[src/ldw_pkg.sv]
package ldw_pkg;

  // ---------------------------------------------------------------
  // Geometry and field layout
  // ---------------------------------------------------------------
  localparam int LDW_DIGITS = 8;
  localparam int LDW_ADDR_W = 3;
  localparam int LDW_NIBBLE_W = 4;
  localparam int LDW_SEG_W = 7;
  localparam int LDW_POINT_BIT = 7;
  localparam logic [2:0] LDW_LAST_DIGIT = 3'h7;
  localparam logic [2:0] LDW_FIRST_DIGIT = 3'h0;

  // ---------------------------------------------------------------
  // Scan timing
  // ---------------------------------------------------------------
  localparam int LDW_CLK_MHZ = 40;
  localparam int LDW_DIGIT_TIME_US = 25;
  localparam int LDW_BLANK_TIME_NS = 1000;
  localparam int LDW_DIGIT_CYCLES = LDW_DIGIT_TIME_US * LDW_CLK_MHZ;
  localparam int LDW_BLANK_CYCLES = (LDW_BLANK_TIME_NS * LDW_CLK_MHZ + 999) / 1000;
  localparam int LDW_TICK_W = 16;

  // ---------------------------------------------------------------
  // Control word, bit 7 down to bit 0 as seen at the data lines
  // ---------------------------------------------------------------
  typedef struct packed {
    logic burst;
    logic font_hex;
    logic raw;
    logic run;
    logic bank_a;
    logic [2:0] addr;
  } ldw_ctrl_type;

  localparam logic [7:0] LDW_CTRL_RESET = 8'h00;

  typedef struct packed {
    logic [7:0] digit;
    logic [6:0] seg;
    logic point;
  } ldw_drive_type;

  localparam logic [6:0] LDW_SEG_DARK = 7'h00;
  localparam logic [7:0] LDW_DIGIT_DARK = 8'h00;
  localparam logic [7:0] LDW_DIGIT_ONE = 8'h01;

  typedef enum logic [1:0] {
    LDW_IDLE = 2'b00,
    LDW_BURST = 2'b01,
    LDW_SINGLE = 2'b11
  } ldw_wstate_type;

endpackage

[src/ldw_write_port.sv]
// Contract
// - Data lines are captured at the rising edge of the write strobe.
// - Select high loads the control word, select low loads display RAM.
// - RAM write: lines 0..7 are data bits 1..8, top bit is decimal point.
// - Control line 6 high picks hexadecimal font, low picks the Code B font.
// - Control line 5 high gives raw segments, low gives font decoding.
// - Control line 7 high: burst data follows; low: single-digit addressing.
// - Control line 4 low shuts down: scan stops and all outputs dark.
// - With burst low, lines 0..2 are the digit address, line 0 the LSB.
// - Control line 3 picks bank A when high, B when low, decoded modes only.
// - Eight digit outputs, each active only during its own digit.
// - Segment outputs a..g plus point carry the pattern of the driven digit.
// - The host writes a control word before any display RAM data.
// - Decoded modes store four bits per digit per bank; raw stores eight.
// - Decimal point storage is shared by both banks.
`timescale 1ns/1ps
module ldw_write_port
  import ldw_pkg::*;
#(
  parameter int DIGIT_CYCLES = LDW_DIGIT_CYCLES,
  parameter int BLANK_CYCLES = LDW_BLANK_CYCLES
) (
  input wire logic core_clk,
  input wire logic arst_n,
  input wire logic [7:0] in_line,
  input wire logic dest_select,
  input wire logic write_strobe,
  output logic [7:0] digit_drive,
  output logic [6:0] segment_out,
  output logic point_segment_out
);

  // ---------------------------------------------------------------
  // Pin synchronisers
  // ---------------------------------------------------------------
  logic [7:0] in_sync1_reg, in_sync2_reg;
  logic sel_sync1_reg, sel_sync2_reg;
  logic wr_sync1_reg, wr_sync2_reg, wr_sync3_reg;

  always_ff @(posedge core_clk or negedge arst_n) begin
    if (!arst_n) begin
      in_sync1_reg <= '0;
      in_sync2_reg <= '0;
      sel_sync1_reg <= 1'b0;
      sel_sync2_reg <= 1'b0;
      wr_sync1_reg <= 1'b0;
      wr_sync2_reg <= 1'b0;
      wr_sync3_reg <= 1'b0;
    end else begin
      in_sync1_reg <= in_line;
      in_sync2_reg <= in_sync1_reg;
      sel_sync1_reg <= dest_select;
      sel_sync2_reg <= sel_sync1_reg;
      wr_sync1_reg <= write_strobe;
      wr_sync2_reg <= wr_sync1_reg;
      wr_sync3_reg <= wr_sync2_reg;
    end
  end

  // ---------------------------------------------------------------
  // Write decode
  // ---------------------------------------------------------------
  ldw_ctrl_type ctrl_reg;
  ldw_wstate_type wstate_reg, wstate_next;
  logic [2:0] ptr_reg, ptr_next;
  wire ldw_ctrl_type ctrl_in = ldw_ctrl_type'(in_sync2_reg);
  wire logic wr_rise = wr_sync2_reg & ~wr_sync3_reg;
  wire logic ctrl_wr = wr_rise & sel_sync2_reg;
  wire logic ram_wr = wr_rise & ~sel_sync2_reg;
  wire logic ram_accept = ram_wr & (wstate_reg != LDW_IDLE);
  wire logic burst_done = (wstate_reg == LDW_BURST) && (ptr_reg == LDW_LAST_DIGIT);

  always_comb begin
    wstate_next = wstate_reg;
    ptr_next = ptr_reg;
    if (ctrl_wr) begin
      wstate_next = ctrl_in.burst ? LDW_BURST : LDW_SINGLE;
      ptr_next = ctrl_in.burst ? LDW_FIRST_DIGIT : ctrl_in.addr;
    end else if (ram_accept) begin
      unique case (wstate_reg)
        LDW_BURST: begin
          ptr_next = ptr_reg + 3'h1;
          wstate_next = burst_done ? LDW_IDLE : LDW_BURST;
        end
        LDW_SINGLE: ptr_next = ptr_reg;
        default: wstate_next = LDW_IDLE;
      endcase
    end
  end

  always_ff @(posedge core_clk or negedge arst_n) begin
    if (!arst_n) begin
      ctrl_reg <= ldw_ctrl_type'(LDW_CTRL_RESET);
      wstate_reg <= LDW_IDLE;
      ptr_reg <= LDW_FIRST_DIGIT;
    end else begin
      if (ctrl_wr) begin
        ctrl_reg <= ctrl_in;
      end
      wstate_reg <= wstate_next;
      ptr_reg <= ptr_next;
    end
  end

  // ---------------------------------------------------------------
  // Display storage
  // ---------------------------------------------------------------
  logic [LDW_NIBBLE_W-1:0] bank_a_mem [LDW_DIGITS];
  logic [LDW_NIBBLE_W-1:0] bank_b_mem [LDW_DIGITS];
  logic [7:0] raw_mem [LDW_DIGITS];
  logic [LDW_DIGITS-1:0] point_reg;

  always_ff @(posedge core_clk or negedge arst_n) begin
    if (!arst_n) begin
      for (int i = 0; i < LDW_DIGITS; i++) begin
        bank_a_mem[i] <= '0;
        bank_b_mem[i] <= '0;
        raw_mem[i] <= '0;
      end
      point_reg <= '0;
    end else if (ram_accept) begin
      if (ctrl_reg.raw) begin
        raw_mem[ptr_reg] <= in_sync2_reg;
      end else begin
        if (ctrl_reg.bank_a) begin
          bank_a_mem[ptr_reg] <= in_sync2_reg[LDW_NIBBLE_W-1:0];
        end else begin
          bank_b_mem[ptr_reg] <= in_sync2_reg[LDW_NIBBLE_W-1:0];
        end
        point_reg[ptr_reg] <= in_sync2_reg[LDW_POINT_BIT];
      end
    end
  end

  // ---------------------------------------------------------------
  // Font decoder, segments ordered g down to a
  // ---------------------------------------------------------------
  function automatic logic [6:0] font_seg(input logic [3:0] val, input logic hex);
    logic [6:0] s;
    s = LDW_SEG_DARK;
    unique case (val)
      4'h0: s = 7'h3f;
      4'h1: s = 7'h06;
      4'h2: s = 7'h5b;
      4'h3: s = 7'h4f;
      4'h4: s = 7'h66;
      4'h5: s = 7'h6d;
      4'h6: s = 7'h7d;
      4'h7: s = 7'h07;
      4'h8: s = 7'h7f;
      4'h9: s = 7'h6f;
      4'ha: s = hex ? 7'h77 : 7'h40;
      4'hb: s = hex ? 7'h7c : 7'h79;
      4'hc: s = hex ? 7'h39 : 7'h76;
      4'hd: s = hex ? 7'h5e : 7'h38;
      4'he: s = hex ? 7'h79 : 7'h73;
      4'hf: s = hex ? 7'h71 : 7'h00;
    endcase
    return s;
  endfunction

  // ---------------------------------------------------------------
  // Multiplex scan
  // ---------------------------------------------------------------
  logic [LDW_TICK_W-1:0] tick_reg;
  logic [2:0] scan_reg;
  ldw_drive_type drive_reg;
  wire logic tick_end = (tick_reg == LDW_TICK_W'(DIGIT_CYCLES - 1));
  wire logic in_gap = (tick_reg < LDW_TICK_W'(BLANK_CYCLES));
  wire logic [3:0] nibble = ctrl_reg.bank_a ? bank_a_mem[scan_reg] : bank_b_mem[scan_reg];
  wire logic [6:0] seg_pick = ctrl_reg.raw ? raw_mem[scan_reg][LDW_SEG_W-1:0]
                                           : font_seg(nibble, ctrl_reg.font_hex);
  wire logic point_pick = ctrl_reg.raw ? raw_mem[scan_reg][LDW_POINT_BIT] : point_reg[scan_reg];
  wire logic lit = ctrl_reg.run & ~in_gap;
  wire ldw_drive_type drive_next = lit
      ? '{digit: LDW_DIGIT_ONE << scan_reg, seg: seg_pick, point: point_pick}
      : '{digit: LDW_DIGIT_DARK, seg: LDW_SEG_DARK, point: 1'b0};

  always_ff @(posedge core_clk or negedge arst_n) begin
    if (!arst_n) begin
      tick_reg <= '0;
      scan_reg <= LDW_FIRST_DIGIT;
      drive_reg <= '0;
    end else begin
      if (!ctrl_reg.run) begin
        tick_reg <= '0;
        scan_reg <= LDW_FIRST_DIGIT;
      end else if (tick_end) begin
        tick_reg <= '0;
        scan_reg <= scan_reg + 3'h1;
      end else begin
        tick_reg <= tick_reg + LDW_TICK_W'(1);
      end
      drive_reg <= drive_next;
    end
  end

  assign digit_drive = drive_reg.digit;
  assign segment_out = drive_reg.seg;
  assign point_segment_out = drive_reg.point;
endmodule

[config.mk]
export PLATFORM = sky130hd
export DESIGN_NAME = ldw_write_port
export DESIGN_NICKNAME = d
export VERILOG_FILES = /design/src/ldw_pkg.sv /design/src/ldw_write_port.sv
export SDC_FILE = /design/constraint.sdc
export NUM_CORES = 1
export LEC_CHECK = 0
export ABC_AREA = 1
export BUFFER_PORTS_ARGS = -buffer_cell sky130_fd_sc_hd__buf_2
export CORE_AREA = 3 3 110 138
export CTS_CLUSTER_DIAMETER = 30
export DETAILED_ROUTE_END_ITERATION = 16
export DIE_AREA = 0 0 113 141
export HOLD_SLACK_MARGIN = 0.08
export PLACE_DENSITY = 0.87
export SLEW_MARGIN = 30
export SYNTH_ARGS = -nofsm -noshare
export SYNTH_HDL_FRONTEND = slang
export SYNTH_SLANG_ARGS = --single-unit
[constraint.sdc]
create_clock -name core_clk -period 5 [get_ports core_clk]
set_clock_uncertainty 0.2 [all_clocks]
set_input_delay 0.75 -clock core_clk [delete_from_list [all_inputs] [get_ports core_clk]]
set_output_delay 0.75 -clock core_clk [all_outputs]
set_load 0.01 [all_outputs]
==> qor_table.md, run 1 <==
| Parameter | This run | Unit |
| --- | --- | --- |
| Worst slew margin | 35.52 | % |
| Core Box Area | 0.01393 | sq mm |
| Kind of end point of the critical path | register | - |
| Post-CTS setup repair buffer count | 0 | - |
| Cells after synthesis | 1122 | - |
| Total number of placement rows | 48 | - |
| Starting utilization of the core area | 66.66 | % |
| Final Wtd Congestion | 0.8666 | - |
| Leakage power of the design | 5.141 | nW |
| Antenna viol nets, final | 0 | - |
| Post-synth net total | 1143 | - |
| Clock period minus worst slack | 2.794 | ns |
| Number of detailed-route iterations in the first pass | 6 | - |
| Number of nets in the final layout | 1168 | - |
| Number of maximum-capacitance violations | 0 | - |
| Non-filler cells in the finished layout | 1350 | - |
| Largest net degree at the start of global routing | 120 | - |
| Global route overflow | 0 | - |
| Design Power | 6.071 | mW |
| Util after Layout | 76.89 | % |
| Setup-failing EPs final | 0 | - |
| Placed inst area | 0.009435 | sq mm |
| Detailed placement HPWL | 13.65 | mm |
| Initial antenna violation count | 0 | - |
| Max-slew violation total from the final report | 0 | - |
| Crit start category | register | - |
| Share of Yosys cell area claimed by the top area cell type | 54.16 | % |
| Total number of vias | 7977 | - |
| Synth Register Bits | 201 | - |
| Buffer type at the clock tree root | sky130_fd_sc_hd__clkbuf_16 | - |
| First-iteration detailed-routing DRC count | 727 | - |
| Worst slew pin tran | 0.9662 | ns |
| Netlist area before placement | 0.009288 | sq mm |
| Buffers added on ports | 27 | - |
| Worst-case setup slack after placement | 2.353 | ns |
| Status | complete, no violations | - |
| Number of global-route vias before repair | 8075 | - |
| Library cell with the largest summed area after synthesis | sky130_fd_sc_hd__dfrtp_1 | - |
| Total Routing Usage GR | 30.54 | % |
| End point of the critical path | segment_out[5] | - |
| Most common library cell in the layout ignoring fill and taps | sky130_fd_sc_hd__nand2_1 | - |
| Level count of the clock H-tree | 2 | - |
| Total length of routed wires | 23.41 | mm |
| Post-synthesis sequential area ratio | 54.16 | % |
| Highest-count cells in the layout ignoring fill and taps | sky130_fd_sc_hd__nand2_1 (363), sky130_fd_sc_hd__dfrtp_1 (200), sky130_fd_sc_hd__o21ai_0 (165) | - |
| Worst setup slack for register-to-register paths | 2.21 | ns |
| Biggest fanout along the worst timing path | 72 | - |
| Final Cycle Share | 55.87 | % |
| Largest register by flop count | raw_mem | - |
| Worst reg2reg path endpoint | segment_out[5] | - |
| Largest regs | raw_mem (64), bank_a_mem (32), bank_b_mem (32) | - |
| RR Startpoint | scan_reg[0] | - |
| Power density cells | 566.7 | mW/mm^2 |
| Number of CTS-inserted buffers | 36 | - |
| Timing-limited maximum frequency | 358.0 | MHz |
| Area added between synthesis and finish | 15.36 | % |
| Clock-pin transition on the worst setup and hold timing paths | 0.05 | ns |
| Wl on met1 | 8.613 | mm |
| Met3 WL | 1.804 | mm |
| Total of warnings raised by yosys | 0 | - |
| Startpoint-to-endpoint class of the critical path | register to register | - |
| Number of sinks on the clock net | 201 | - |
| Insertion delay to the later sink of the worst-skew pair | 0.52 | ns |
| Fraction of layout cells with a size suffix above 1 | 10.64 | % |
| Number of different library cells in the post-synthesis netlist | 37 | - |
| Crit path DAT | 2.99 | ns |
| Worst hold margin | 0.1394 | ns |
| Highest layer used for signal routing | met4 | - |
| Final setup slack of the worst path | 2.206 | ns |
| Max reg flops | 64 | - |
| Post-route DRC violation count | 0 | - |
| Die X | 113 | um |
| Worst setup path startpoint | scan_reg[0] | - |
| Number of cell instances on the worst register-to-register path | 11 | - |
| Maximum VDD drop | 0.0005417 | V |
| # diodes | 0 | - |
| Floorplan die area | 0.01593 | sq mm |
| Count of endpoints failing hold in the final timing report | 0 | - |
| TritonCTS clock tree | yes | - |
| Height of the chip | 141 | um |
| Number of vias per cell | 5.909 | - |
| Clock Tree Buf Depth | 3 | - |
| Detailed-routed wire length on met2 | 11.49 | mm |
| Total negative setup slack | 0 | ns |
| RSZ-0062 raised after global routing | no | - |
| Main area contributors after synthesis | sky130_fd_sc_hd__dfrtp_1 (54%), sky130_fd_sc_hd__nand2_1 (15%), sky130_fd_sc_hd__o21ai_0 (8.9%), sky130_fd_sc_hd__inv_1 (3.8%), sky130_fd_sc_hd__nand3_1 (3.8%) | - |
| I/O pin total | 28 | - |
| Total instance count after detailed placement | 1282 | - |
| First-pass GRT wire length | 39.03 | mm |
| CP required | 5.20 | ns |
| Post-Syn Area per Cell | 8.278 | sq um |
| Class of the worst hold path | register to register | - |
| WL/cell | 17.34 | um |
| Cell area after layout | 0.01071 | sq mm |
[logic make-up (layout without fill, tap and decap cells)]
family	after synthesis	after routing	synth area share [%]
flops	201	201	54.16
simple gates	520	520	23.59
fa+ha+maj	9	9	1.212
compound gates	241	241	13.93
buf+inv	151	204	7.113
[how the worst min path moves through the flow]
stage                     cells after the start  slack [ns]               to             from
after floorplan                               0        0.13       ctrl_in[0]  in_sync1_reg[0]
after global placement                        0        0.13     wr_sync2_reg     wr_sync1_reg
after detailed placement                      0        0.14       ctrl_in[1]  in_sync1_reg[1]
after CTS                                     1        0.13  in_sync1_reg[1]       in_line[1]
after global routing                          1        0.13  in_sync1_reg[7]       in_line[7]
final                                         0        0.14       ctrl_in[1]  in_sync1_reg[1]
[layer usage]
layer	global-route usage, %	vias to the layer above
met5	0	-
met4	20.44	0
met3	6.054	124
met2	50.12	410
met1	36.34	3731
li1	-	3712
[synth_stat cells]
library cell               number
sky130_fd_sc_hd__or2_2          3
sky130_fd_sc_hd__nand2_2        3
sky130_fd_sc_hd__a22oi_1        6
sky130_fd_sc_hd__ha_1           9
sky130_fd_sc_hd__buf_4          4
sky130_fd_sc_hd__a221oi_1       3
sky130_fd_sc_hd__nand2_1      363
sky130_fd_sc_hd__a31oi_2        1
sky130_fd_sc_hd__nor4_1         3
sky130_fd_sc_hd__nor2_1        41
sky130_fd_sc_hd__a221o_1        4
sky130_fd_sc_hd__nand4_1        5
sky130_fd_sc_hd__inv_1         95
sky130_fd_sc_hd__nor2_4         6
sky130_fd_sc_hd__o311ai_0       1
sky130_fd_sc_hd__a32o_1         3
sky130_fd_sc_hd__o31ai_1        2
sky130_fd_sc_hd__nor3_1        16
sky130_fd_sc_hd__clkinv_1       2
sky130_fd_sc_hd__nand2_4        4
sky130_fd_sc_hd__inv_4          3
sky130_fd_sc_hd__a21boi_1       1
sky130_fd_sc_hd__inv_6          1
sky130_fd_sc_hd__buf_2         11
sky130_fd_sc_hd__buf_6          7
sky130_fd_sc_hd__a211oi_1       2
sky130_fd_sc_hd__clkbuf_1      26
sky130_fd_sc_hd__o21ai_0      165
sky130_fd_sc_hd__o21a_1         1
sky130_fd_sc_hd__o21ai_1        2
sky130_fd_sc_hd__a21oi_1       50
sky130_fd_sc_hd__nor2_2         2
sky130_fd_sc_hd__nand3_2        2
sky130_fd_sc_hd__nand3_1       71
sky130_fd_sc_hd__inv_2          2
sky130_fd_sc_hd__dfrtp_1      201
sky130_fd_sc_hd__or2_0          1
[area by class of cell]
| class | instances | area [sq um] |
|---|---|---|
| repair buffers | 35 | 227.7 |
| clock buffers | 45 | 994.7 |
| well taps | 175 | 219.0 |
| multi-input cells | 770 | 3597 |
| fillers | 899 | 3219 |
| flip-flops and latches | 201 | 5031 |
| clock inverters | 21 | 245.2 |
| inverters | 103 | 399.1 |
[power by group]
part	internal, mW	leakage, nW	switching, mW
clock	1.58	0.595	0.850
sequential	1.98	2.69	0.231
combinational	0.471	1.85	0.959
[critical path, stage by stage (launching register included)]
cell                      delay [ns]
sky130_fd_sc_hd__dfrtp_2        0.40
sky130_fd_sc_hd__buf_4          0.62
sky130_fd_sc_hd__or2_2          0.23
sky130_fd_sc_hd__nand3_1        0.13
sky130_fd_sc_hd__nand3_1        0.14
sky130_fd_sc_hd__nand3_2        0.12
sky130_fd_sc_hd__nand2_4        0.17
sky130_fd_sc_hd__inv_4          0.06
sky130_fd_sc_hd__o21ai_1        0.23
sky130_fd_sc_hd__nand3_1        0.13
sky130_fd_sc_hd__nor2_1         0.12
sky130_fd_sc_hd__nor2_1         0.06
[repair_timing]
| item | in CTS | in global routing |
|---|---|---|
| hold buffers | 0 | 1 |
| resized for setup | 0 | 0 |
| endpoints found under the hold margin | 0 | 24 |
No activity file was read; power rests on OpenSTA's default activity.
==> run 2: changes to the inputs <==
--- a/config.mk
+++ b/config.mk
@@ -5,14 +5,14 @@
 export SDC_FILE = /design/constraint.sdc
 export NUM_CORES = 1
 export LEC_CHECK = 0
-export ABC_AREA = 1
+export ABC_AREA = 0
 export BUFFER_PORTS_ARGS = -buffer_cell sky130_fd_sc_hd__buf_2
-export CORE_AREA = 3 3 110 138
+export CORE_AREA = 3 3 118 149
 export CTS_CLUSTER_DIAMETER = 30
 export DETAILED_ROUTE_END_ITERATION = 16
-export DIE_AREA = 0 0 113 141
+export DIE_AREA = 0 0 121 152
 export HOLD_SLACK_MARGIN = 0.08
-export PLACE_DENSITY = 0.87
+export PLACE_DENSITY = 0.78
 export SLEW_MARGIN = 30
 export SYNTH_ARGS = -nofsm -noshare
 export SYNTH_HDL_FRONTEND = slang
==> constraint.sdc (replaced) <==
create_clock -name core_clk -period 2.42 [get_ports core_clk]
set_clock_uncertainty 0.2 [all_clocks]
set_input_delay 0.363 -clock core_clk [delete_from_list [all_inputs] [get_ports core_clk]]
set_output_delay 0.363 -clock core_clk [all_outputs]
set_load 0.01 [all_outputs]
==> run 2 against run 1 <==
  * The flow now finishes with violations (setup timing)
  * Synthesized area decreased by 2.1%
  * Global-route usage fell by 7.1 points
  * Maximum frequency grew 13%
  * Final cell count shrank 26%
  * First-iteration DRC count shrank 54%
  * Sequential power up 100%
  * Synthesized cell count decreased by 40%
  * Clock-buffer cell count unchanged
  * Sequential share of layout area down 1.4 points
  * Non-clock buffer count is 56 higher
  * Register-to-register slack worse by 2.3 ns
  * Via count shrank 25%
  * Largest cell class unchanged
  * Highest routed layer unchanged
==> qor_table.md, run 2 <==
| Parameter | This run | Unit |
| --- | --- | --- |
| Starting utilization of the core area | 56.15 | % |
| Buffer type at the clock tree root | sky130_fd_sc_hd__clkbuf_16 | - |
| Library cell with the largest summed area after synthesis | sky130_fd_sc_hd__dfrtp_1 | - |
| Highest-count cells in the layout ignoring fill and taps | sky130_fd_sc_hd__dfrtp_1 (200), sky130_fd_sc_hd__mux2_2 (141), sky130_fd_sc_hd__nand2_1 (54) | - |
| # diodes | 0 | - |
| Design Power | 11.13 | mW |
| Most common library cell in the layout ignoring fill and taps | sky130_fd_sc_hd__dfrtp_1 | - |
| Largest net degree at the start of global routing | 67 | - |
| Height of the chip | 152 | um |
| First-pass GRT wire length | 34.33 | mm |
| Total length of routed wires | 20.78 | mm |
| CP required | 2.56 | ns |
| Most frequent cell after synthesis | sky130_fd_sc_hd__dfrtp_1 | - |
| Largest register by flop count | raw_mem | - |
| Netlist area before placement | 0.009096 | sq mm |
| Synth Register Bits | 201 | - |
| Largest regs | raw_mem (64), bank_a_mem (32), bank_b_mem (32) | - |
| Post-route DRC violation count | 0 | - |
| Floorplan die area | 0.01839 | sq mm |
| Maximum VDD drop | 0.0005823 | V |
| Kind of end point of the critical path | register | - |
| Clock Tree Buf Depth | 3 | - |
| Core Box Area | 0.01620 | sq mm |
| Crit path DAT | 2.62 | ns |
| Hold path startpoint | in_sync1_reg[7] | - |
| Number of maximum-capacitance violations | 0 | - |
| Worst slew pin tran | 0.8957 | ns |
| I/O pin total | 28 | - |
| Level count of the clock H-tree | 2 | - |
| Worst slew margin | 40.29 | % |
| Startpoint-to-endpoint class of the critical path | register to register | - |
| Power density cells | 1007 | mW/mm^2 |
| Number of vias per cell | 5.937 | - |
| Die X | 121 | um |
| Number of nets in the final layout | 784 | - |
| Number of sinks on the clock net | 201 | - |
| RR Startpoint | scan_reg[0] | - |
| Post-Syn Area per Cell | 13.52 | sq um |
| Async set or reset register ratio after synthesis | 100.0 | % |
| Clock-pin transition on the worst setup and hold timing paths | 0.05 | ns |
| Setup-failing EPs final | 7 | - |
| Max reg flops | 64 | - |
| TritonCTS clock tree | yes | - |
| Total number of vias | 5943 | - |
| RSZ-0062 raised after global routing | yes | - |
| Timing-limited maximum frequency | 404.5 | MHz |
| Failing checks | setup timing | - |
| Initial antenna violation count | 0 | - |
| Post-synth net total | 694 | - |
| Count of endpoints failing hold in the final timing report | 0 | - |
| Total number of placement rows | 52 | - |
| Clock period minus worst slack | 2.472 | ns |
| Area added between synthesis and finish | 21.43 | % |
| First-iteration detailed-routing DRC count | 333 | - |
| Number of CTS-inserted buffers | 34 | - |
| Insertion delay to the later sink of the worst-skew pair | 0.48 | ns |
| Number of detailed-route iterations in the first pass | 5 | - |
| Status | complete, but fails checks | - |
| Final setup slack of the worst path | -0.05238 | ns |
| Most numerous cell types in the synthesized netlist | sky130_fd_sc_hd__dfrtp_1 (201), sky130_fd_sc_hd__mux2_2 (141), sky130_fd_sc_hd__nand2_1 (57), sky130_fd_sc_hd__nor2_1 (40), sky130_fd_sc_hd__nand3_1 (25) | - |
| Share of Yosys cell area claimed by the top area cell type | 55.30 | % |
| Primary FF master, synth | sky130_fd_sc_hd__dfrtp_1 | - |
| Antenna viol nets, final | 0 | - |
| Crit start category | register | - |
| Biggest fanout along the worst timing path | 3 | - |
| Global route overflow | 0 | - |
| Total of warnings raised by yosys | 0 | - |
| Number of different library cells in the post-synthesis netlist | 51 | - |
| Post-synthesis sequential area ratio | 55.30 | % |
| Final Wtd Congestion | 0.9055 | - |
| Worst setup path startpoint | scan_reg[0] | - |
| Cells after synthesis | 673 | - |
| Leakage power of the design | 5.214 | nW |
| Fraction of layout cells with a size suffix above 1 | 41.66 | % |
| Filler cell count in the final layout | 1050 | - |
| Number of global-route vias before repair | 6602 | - |
| Max-slew violation total from the final report | 0 | - |
| Final Cycle Share | 102.2 | % |
| Buffers added on ports | 27 | - |
| Worst hold margin | 0.1433 | ns |
| Total Routing Usage GR | 23.39 | % |
| Total negative setup slack | -0.1712 | ns |
| Main area contributors after synthesis | sky130_fd_sc_hd__dfrtp_1 (55%), sky130_fd_sc_hd__mux2_2 (17%), sky130_fd_sc_hd__mux4_2 (5.9%), sky130_fd_sc_hd__mux4_1 (2.6%), sky130_fd_sc_hd__nand2_1 (2.4%) | - |
| Worst-case setup slack after placement | -0.08690 | ns |
| Util after Layout | 68.18 | % |
| Detailed placement HPWL | 13.73 | mm |
| Number of enable flip-flop cells after synthesis | 0 | - |
| WL/cell | 20.76 | um |
| Class of the worst hold path | register to register | - |
run 2: changes by cell type after synthesis, moves of 9 or more:
cell                      change
sky130_fd_sc_hd__mux2_2     +141
sky130_fd_sc_hd__o21ai_0    -152
sky130_fd_sc_hd__nor3_1      -12
sky130_fd_sc_hd__nor2b_1     +12
sky130_fd_sc_hd__xor2_1       +9
sky130_fd_sc_hd__nand3_1     -46
sky130_fd_sc_hd__mux4_1       +9
sky130_fd_sc_hd__nand2_1    -306
sky130_fd_sc_hd__inv_1       -89
sky130_fd_sc_hd__a21oi_1     -39
sky130_fd_sc_hd__mux4_2      +24
run 2: metrics by stage:
| stage | std cells | area (sq um) |
|---|---|---|
| 5_1_grt | 1001 | 11050 |
| 2_1_floorplan | 673 | 9090 |
| 4_1_cts | 999 | 11010 |
| 3_5_place_dp | 930 | 9763 |
| 6_report | 1001 | 11050 |
| 3_3_place_gp | 930 | 9763 |
run 2: repair_timing:
item / CTS / global route
hold buffers: 11 / 0
gates cloned: 0 / 0
gates resized for setup: 10 / 10
endpoints found under the hold margin: 70 / 0
setup buffers: 0 / 2
pin swaps: 3 / 5
endpoints found under the setup margin: 7 / 8
run 2: where the power goes:
group	internal [mW]	switching (mW)
logic	1.15	0.915
clock network	3.01	1.56
registers	4.03	0.460
total	8.19	2.93
run 2: cells by family after synthesis:
logic type      count (synthesis)  share of synthesized area (%)
flops                         201                          55.30
mux                           179                          26.55
simple gates                  178                          9.491
compound gates                 46                          3.480
buf+inv                        43                          2.311
xor+xnor                       17                          1.637
fa+ha+maj                       9                          1.238
run 2: path summary, 6_finish.rpt:
check,to,slack (ns),cells past startpoint
max,segment_out[1],-0.05,8
min,ctrl_in[7],0.14,0
max reg2reg,segment_out[1],-0.05,8
min reg2reg,ctrl_in[7],0.14,0
max in group asynchronous,tick_reg[0],1.03,3
min in group asynchronous,ctrl_in[6],0.25,2
run 2: cell type report:
class | count | area, sq um | share of cell area, %
inverters | 6 | 22.52 | 0.2039
clock inverters | 13 | 142.6 | 1.291
repair buffers | 91 | 721.9 | 6.536
well taps | 216 | 270.3 | 2.447
flip-flops and latches | 201 | 5031 | 45.55
multi-input cells | 429 | 3894 | 35.25
clock buffers | 45 | 963.4 | 8.722
run 2: per-layer routing:
layer  global-route usage, %  share of wire, %  wire length (um)
met4                   10.31               4.0               821
met2                   41.49                54             11140
met3                   3.421               4.3               891
met1                   28.03                38              7925
met5                       0                 0                 0
run 2: worst max-delay path, cell delays in order (launching register included):
cell and delay (ns):
sky130_fd_sc_hd__dfrtp_2 0.37, sky130_fd_sc_hd__buf_4 0.13, sky130_fd_sc_hd__mux4_2 0.51, sky130_fd_sc_hd__a22oi_2 0.18
sky130_fd_sc_hd__and3_4 0.22, sky130_fd_sc_hd__nor2_2 0.04, sky130_fd_sc_hd__or4_4 0.53, sky130_fd_sc_hd__o211ai_2 0.09
sky130_fd_sc_hd__o41ai_2 0.07
==> run 3: changes to the inputs <==
--- a/config.mk
+++ b/config.mk
@@ -7,12 +7,12 @@
 export LEC_CHECK = 0
 export ABC_AREA = 0
 export BUFFER_PORTS_ARGS = -buffer_cell sky130_fd_sc_hd__buf_2
-export CORE_AREA = 3 3 118 149
+export CORE_AREA = 3 3 141 197
 export CTS_CLUSTER_DIAMETER = 30
 export DETAILED_ROUTE_END_ITERATION = 16
-export DIE_AREA = 0 0 121 152
+export DIE_AREA = 0 0 144 200
 export HOLD_SLACK_MARGIN = 0.08
-export PLACE_DENSITY = 0.78
+export PLACE_DENSITY = 0.54
 export SLEW_MARGIN = 30
 export SYNTH_ARGS = -nofsm -noshare
 export SYNTH_HDL_FRONTEND = slang
==> run 3 against run 2 <==
  * The run still ends with setup timing left
  * Worst setup slack improved by 0.038 ns
  * Non-clock buffer count decreased by 1
  * Utilization shrank 25 points
  * Die area grew 57%
  * Final cell count grew 12%
  * Clock-buffer cell count decreased by 4
  * Power up 7.0%
  * Sequential cell count unchanged
  * Critical path depth fell by 1
  * Highest routed layer unchanged
==> qor_table.md, run 3 (synthesized netlist as in run 2, its figures left out) <==
| Parameter | This run | Unit |
| --- | --- | --- |
| Final setup slack of the worst path | -0.01441 | ns |
| Part of the total power dissipated in the clock network | 45.6 | % |
| Net load switching power | 3.145 | mW |
| Total instance count after detailed placement | 1038 | - |
| Global route overflow | 0 | - |
| Level count of the clock H-tree | 2 | - |
| Worst-case setup slack after placement | -0.1637 | ns |
| Detailed-routed wire length on met2 | 11.25 | mm |
| Detailed placement HPWL | 14.47 | mm |
| Total length of routed wires | 21.37 | mm |
| Number of CTS-inserted buffers | 39 | - |
| Area added between synthesis and finish | 25.71 | % |
| RSZ-0062 raised after global routing | yes | - |
| Clock period minus worst slack | 2.434 | ns |
| Kind of end point of the critical path | register | - |
| Largest net degree at the start of global routing | 61 | - |
| Total number of vias | 5834 | - |
| Proportion of power drawn by flip-flops and latches | 37.4 | % |
| Status | complete, but fails checks | - |
| Power density cells | 1041 | mW/mm^2 |
| Largest stage delay on the critical path | 0.50 | ns |
| Biggest fanout along the worst timing path | 7 | - |
| Highest-count cells in the layout ignoring fill and taps | sky130_fd_sc_hd__dfrtp_1 (200), sky130_fd_sc_hd__mux2_2 (141), sky130_fd_sc_hd__nand2_1 (51) | - |
| Final Cycle Share | 100.6 | % |
| RR Startpoint | scan_reg[0] | - |
| WL/cell | 19.03 | um |
| Total number of placement rows | 70 | - |
| Maximum VDD drop | 0.0004712 | V |
| Crit start category | register | - |
| First-pass GRT wire length | 34.93 | mm |
| Number of maximum-capacitance violations | 0 | - |
| Core Box Area | 0.02619 | sq mm |
| # diodes | 0 | - |
| Worst hold margin | 0.1400 | ns |
| Worst slew pin tran | 0.8607 | ns |
| Antenna viol nets, final | 0 | - |
| Number of detailed-route iterations in the first pass | 4 | - |
| Number of global-route vias before repair | 6459 | - |
| TritonCTS clock tree | yes | - |
| Post-route DRC violation count | 0 | - |
| Clock Tree Buf Depth | 3 | - |
| Total Routing Usage GR | 15.47 | % |
| Non-filler cells in the finished layout | 1123 | - |
| Startpoint-to-endpoint class of the critical path | register to register | - |
| Floorplan die area | 0.02880 | sq mm |
| Net switching share of the total power | 26.43 | % |
| Failing checks | setup timing | - |
| Crit path DAT | 2.66 | ns |
| Worst slew margin | 42.62 | % |
| Timing-limited maximum frequency | 410.8 | MHz |
| Leakage power of the design | 5.334 | nW |
| Met3 WL | 761 | um |
| Hold path startpoint | in_sync1_reg[7] | - |
| Height of the chip | 200 | um |
| Buffer type at the clock tree root | sky130_fd_sc_hd__clkbuf_16 | - |
| Largest register by flop count | raw_mem | - |
| Die X | 144 | um |
| Max-slew violation total from the final report | 0 | - |
| Count of endpoints failing hold in the final timing report | 0 | - |
| CP required | 2.65 | ns |
| Number of vias per cell | 5.195 | - |
| Most common library cell in the layout ignoring fill and taps | sky130_fd_sc_hd__dfrtp_1 | - |
| Insertion delay to the later sink of the worst-skew pair | 0.53 | ns |
| Starting utilization of the core area | 34.73 | % |
| Number of cell instances on the worst register-to-register path | 7 | - |
| Number of nets in the final layout | 789 | - |
| Class of the worst hold path | register to register | - |
| Max reg flops | 64 | - |
| Worst reg2reg path endpoint | segment_out[3] | - |
| Buffers added on ports | 27 | - |
| Number of sinks on the clock net | 201 | - |
| I/O pin total | 28 | - |
| Wl on met1 | 8.497 | mm |
| First-iteration detailed-routing DRC count | 309 | - |
| Highest layer used for signal routing | met4 | - |
| Master of the slowest instance on the critical path | sky130_fd_sc_hd__mux4_2 | - |
| Worst hold path stage count | 0 | - |
| Final Wtd Congestion | 0.8831 | - |
| Largest regs | raw_mem (64), bank_a_mem (32), bank_b_mem (32) | - |
| Setup-failing EPs final | 2 | - |
| Cells along the critical path | buf_6 -> mux4_2 -> a22oi_2 -> nand3_4 -> buf_4 -> a221o_1 -> a21boi_1 | - |
| Clock-pin transition on the worst setup and hold timing paths | 0.05 | ns |
| Fraction of layout cells with a size suffix above 1 | 43.68 | % |
| Combinational power share | 17.0 | % |
| Initial antenna violation count | 0 | - |
| Internal portion of total power | 8.755 | mW |
| Worst setup slack for register-to-register paths | -0.01 | ns |
| Hold EP | ctrl_in[7] | - |
run 3: changes by cell type in the layout (fill, tap and decap cells not counted), moves of 2 or more:
cell / before / now
sky130_fd_sc_hd__buf_6: 2 / 5
sky130_fd_sc_hd__clkbuf_1: 5 / 1
sky130_fd_sc_hd__bufinv_16: 2 / 5
sky130_fd_sc_hd__clkinv_4: 2 / 5
sky130_fd_sc_hd__clkinv_2: 2 / 11
sky130_fd_sc_hd__buf_4: 46 / 42
sky130_fd_sc_hd__nand2_1: 54 / 51
sky130_fd_sc_hd__clkbuf_8: 6 / 1
sky130_fd_sc_hd__a21oi_2: 2 / 0
sky130_fd_sc_hd__clkbuf_16: 35 / 40
sky130_fd_sc_hd__nand2_2: 2 / 6
sky130_fd_sc_hd__inv_6: 2 / 4
sky130_fd_sc_hd__a21oi_1: 9 / 11
run 3: layout make-up:
| type | instances | area [sq um] |
|---|---|---|
| Fill cell | 2317 | 14750 |
| Clock inverter | 31 | 337.8 |
| Clock buffer | 41 | 1005 |
| Inverter | 6 | 22.52 |
| Sequential cell | 201 | 5031 |
| Multi-Input combinational cell | 430 | 3908 |
| Timing Repair Buffer | 90 | 725.7 |
| Tap cell | 324 | 405.4 |
run 3: per-layer routing:
layer  GRT usage, %  vias to the layer above
li1               -                     2618
met4          7.432                        0
met1          18.24                     3018
met5              0                        -
met3          2.908                       56
met2          27.03                      142
run 3: worst max-delay path, delay by kind of cell (launching register included):
kind                   cells  cell delay (ns)
AOI/OAI and AO/OA          3             0.69
and+or+nand+nor            1             0.16
muxes                      1             0.50
buffers and inverters      2             0.34
DFF                        1             0.45
run 3: what timing repair did:
action | 4_1_cts | 5_1_grt
endpoints found under the hold margin | 120 | 0
cloned | 0 | 1
endpoints found under the setup margin | 8 | 29
buffers inserted | 1 | 0
pin swaps | 2 | 7
gates resized for setup | 10 | 17
hold buffers | 11 | 0
run 3: through the flow:
stage / TNS [ns] / total power, mW / instance area, sq um / util [%]
final: -0.02211 / 11.90 / 11430 / 43.66
after global placement: -0.3653 / 6.313 / 9898 / 37.80
after detailed placement: -0.7603 / 6.445 / 9898 / 37.80
after CTS: -0.1303 / 12.00 / 11390 / 43.51
after global routing: -0.7135 / 12.48 / 11430 / 43.66
after floorplan: 0 / 5.795 / 9090 / -
run 3: worst max path at each step:
stage	end	start	slack, ns
after floorplan	segment_out[1]	scan_reg[0]	0.003
after global placement	segment_out[5]	scan_reg[0]	-0.10
after detailed placement	segment_out[5]	scan_reg[0]	-0.16
after CTS	segment_out[1]	scan_reg[0]	-0.04
after global routing	segment_out[3]	scan_reg[0]	-0.08
final	segment_out[3]	scan_reg[0]	-0.01
run 3: power groups by stage:
stage | registers [mW] | logic (mW) | clock network (mW)
global route | 4.54 | 2.21 | 5.73
detailed placement | 4.50 | 1.94 | 0
global placement | 4.45 | 1.87 | 0
floorplan | 4.30 | 1.49 | 0
finish | 4.45 | 2.02 | 5.42
CTS | 4.45 | 2.00 | 5.54
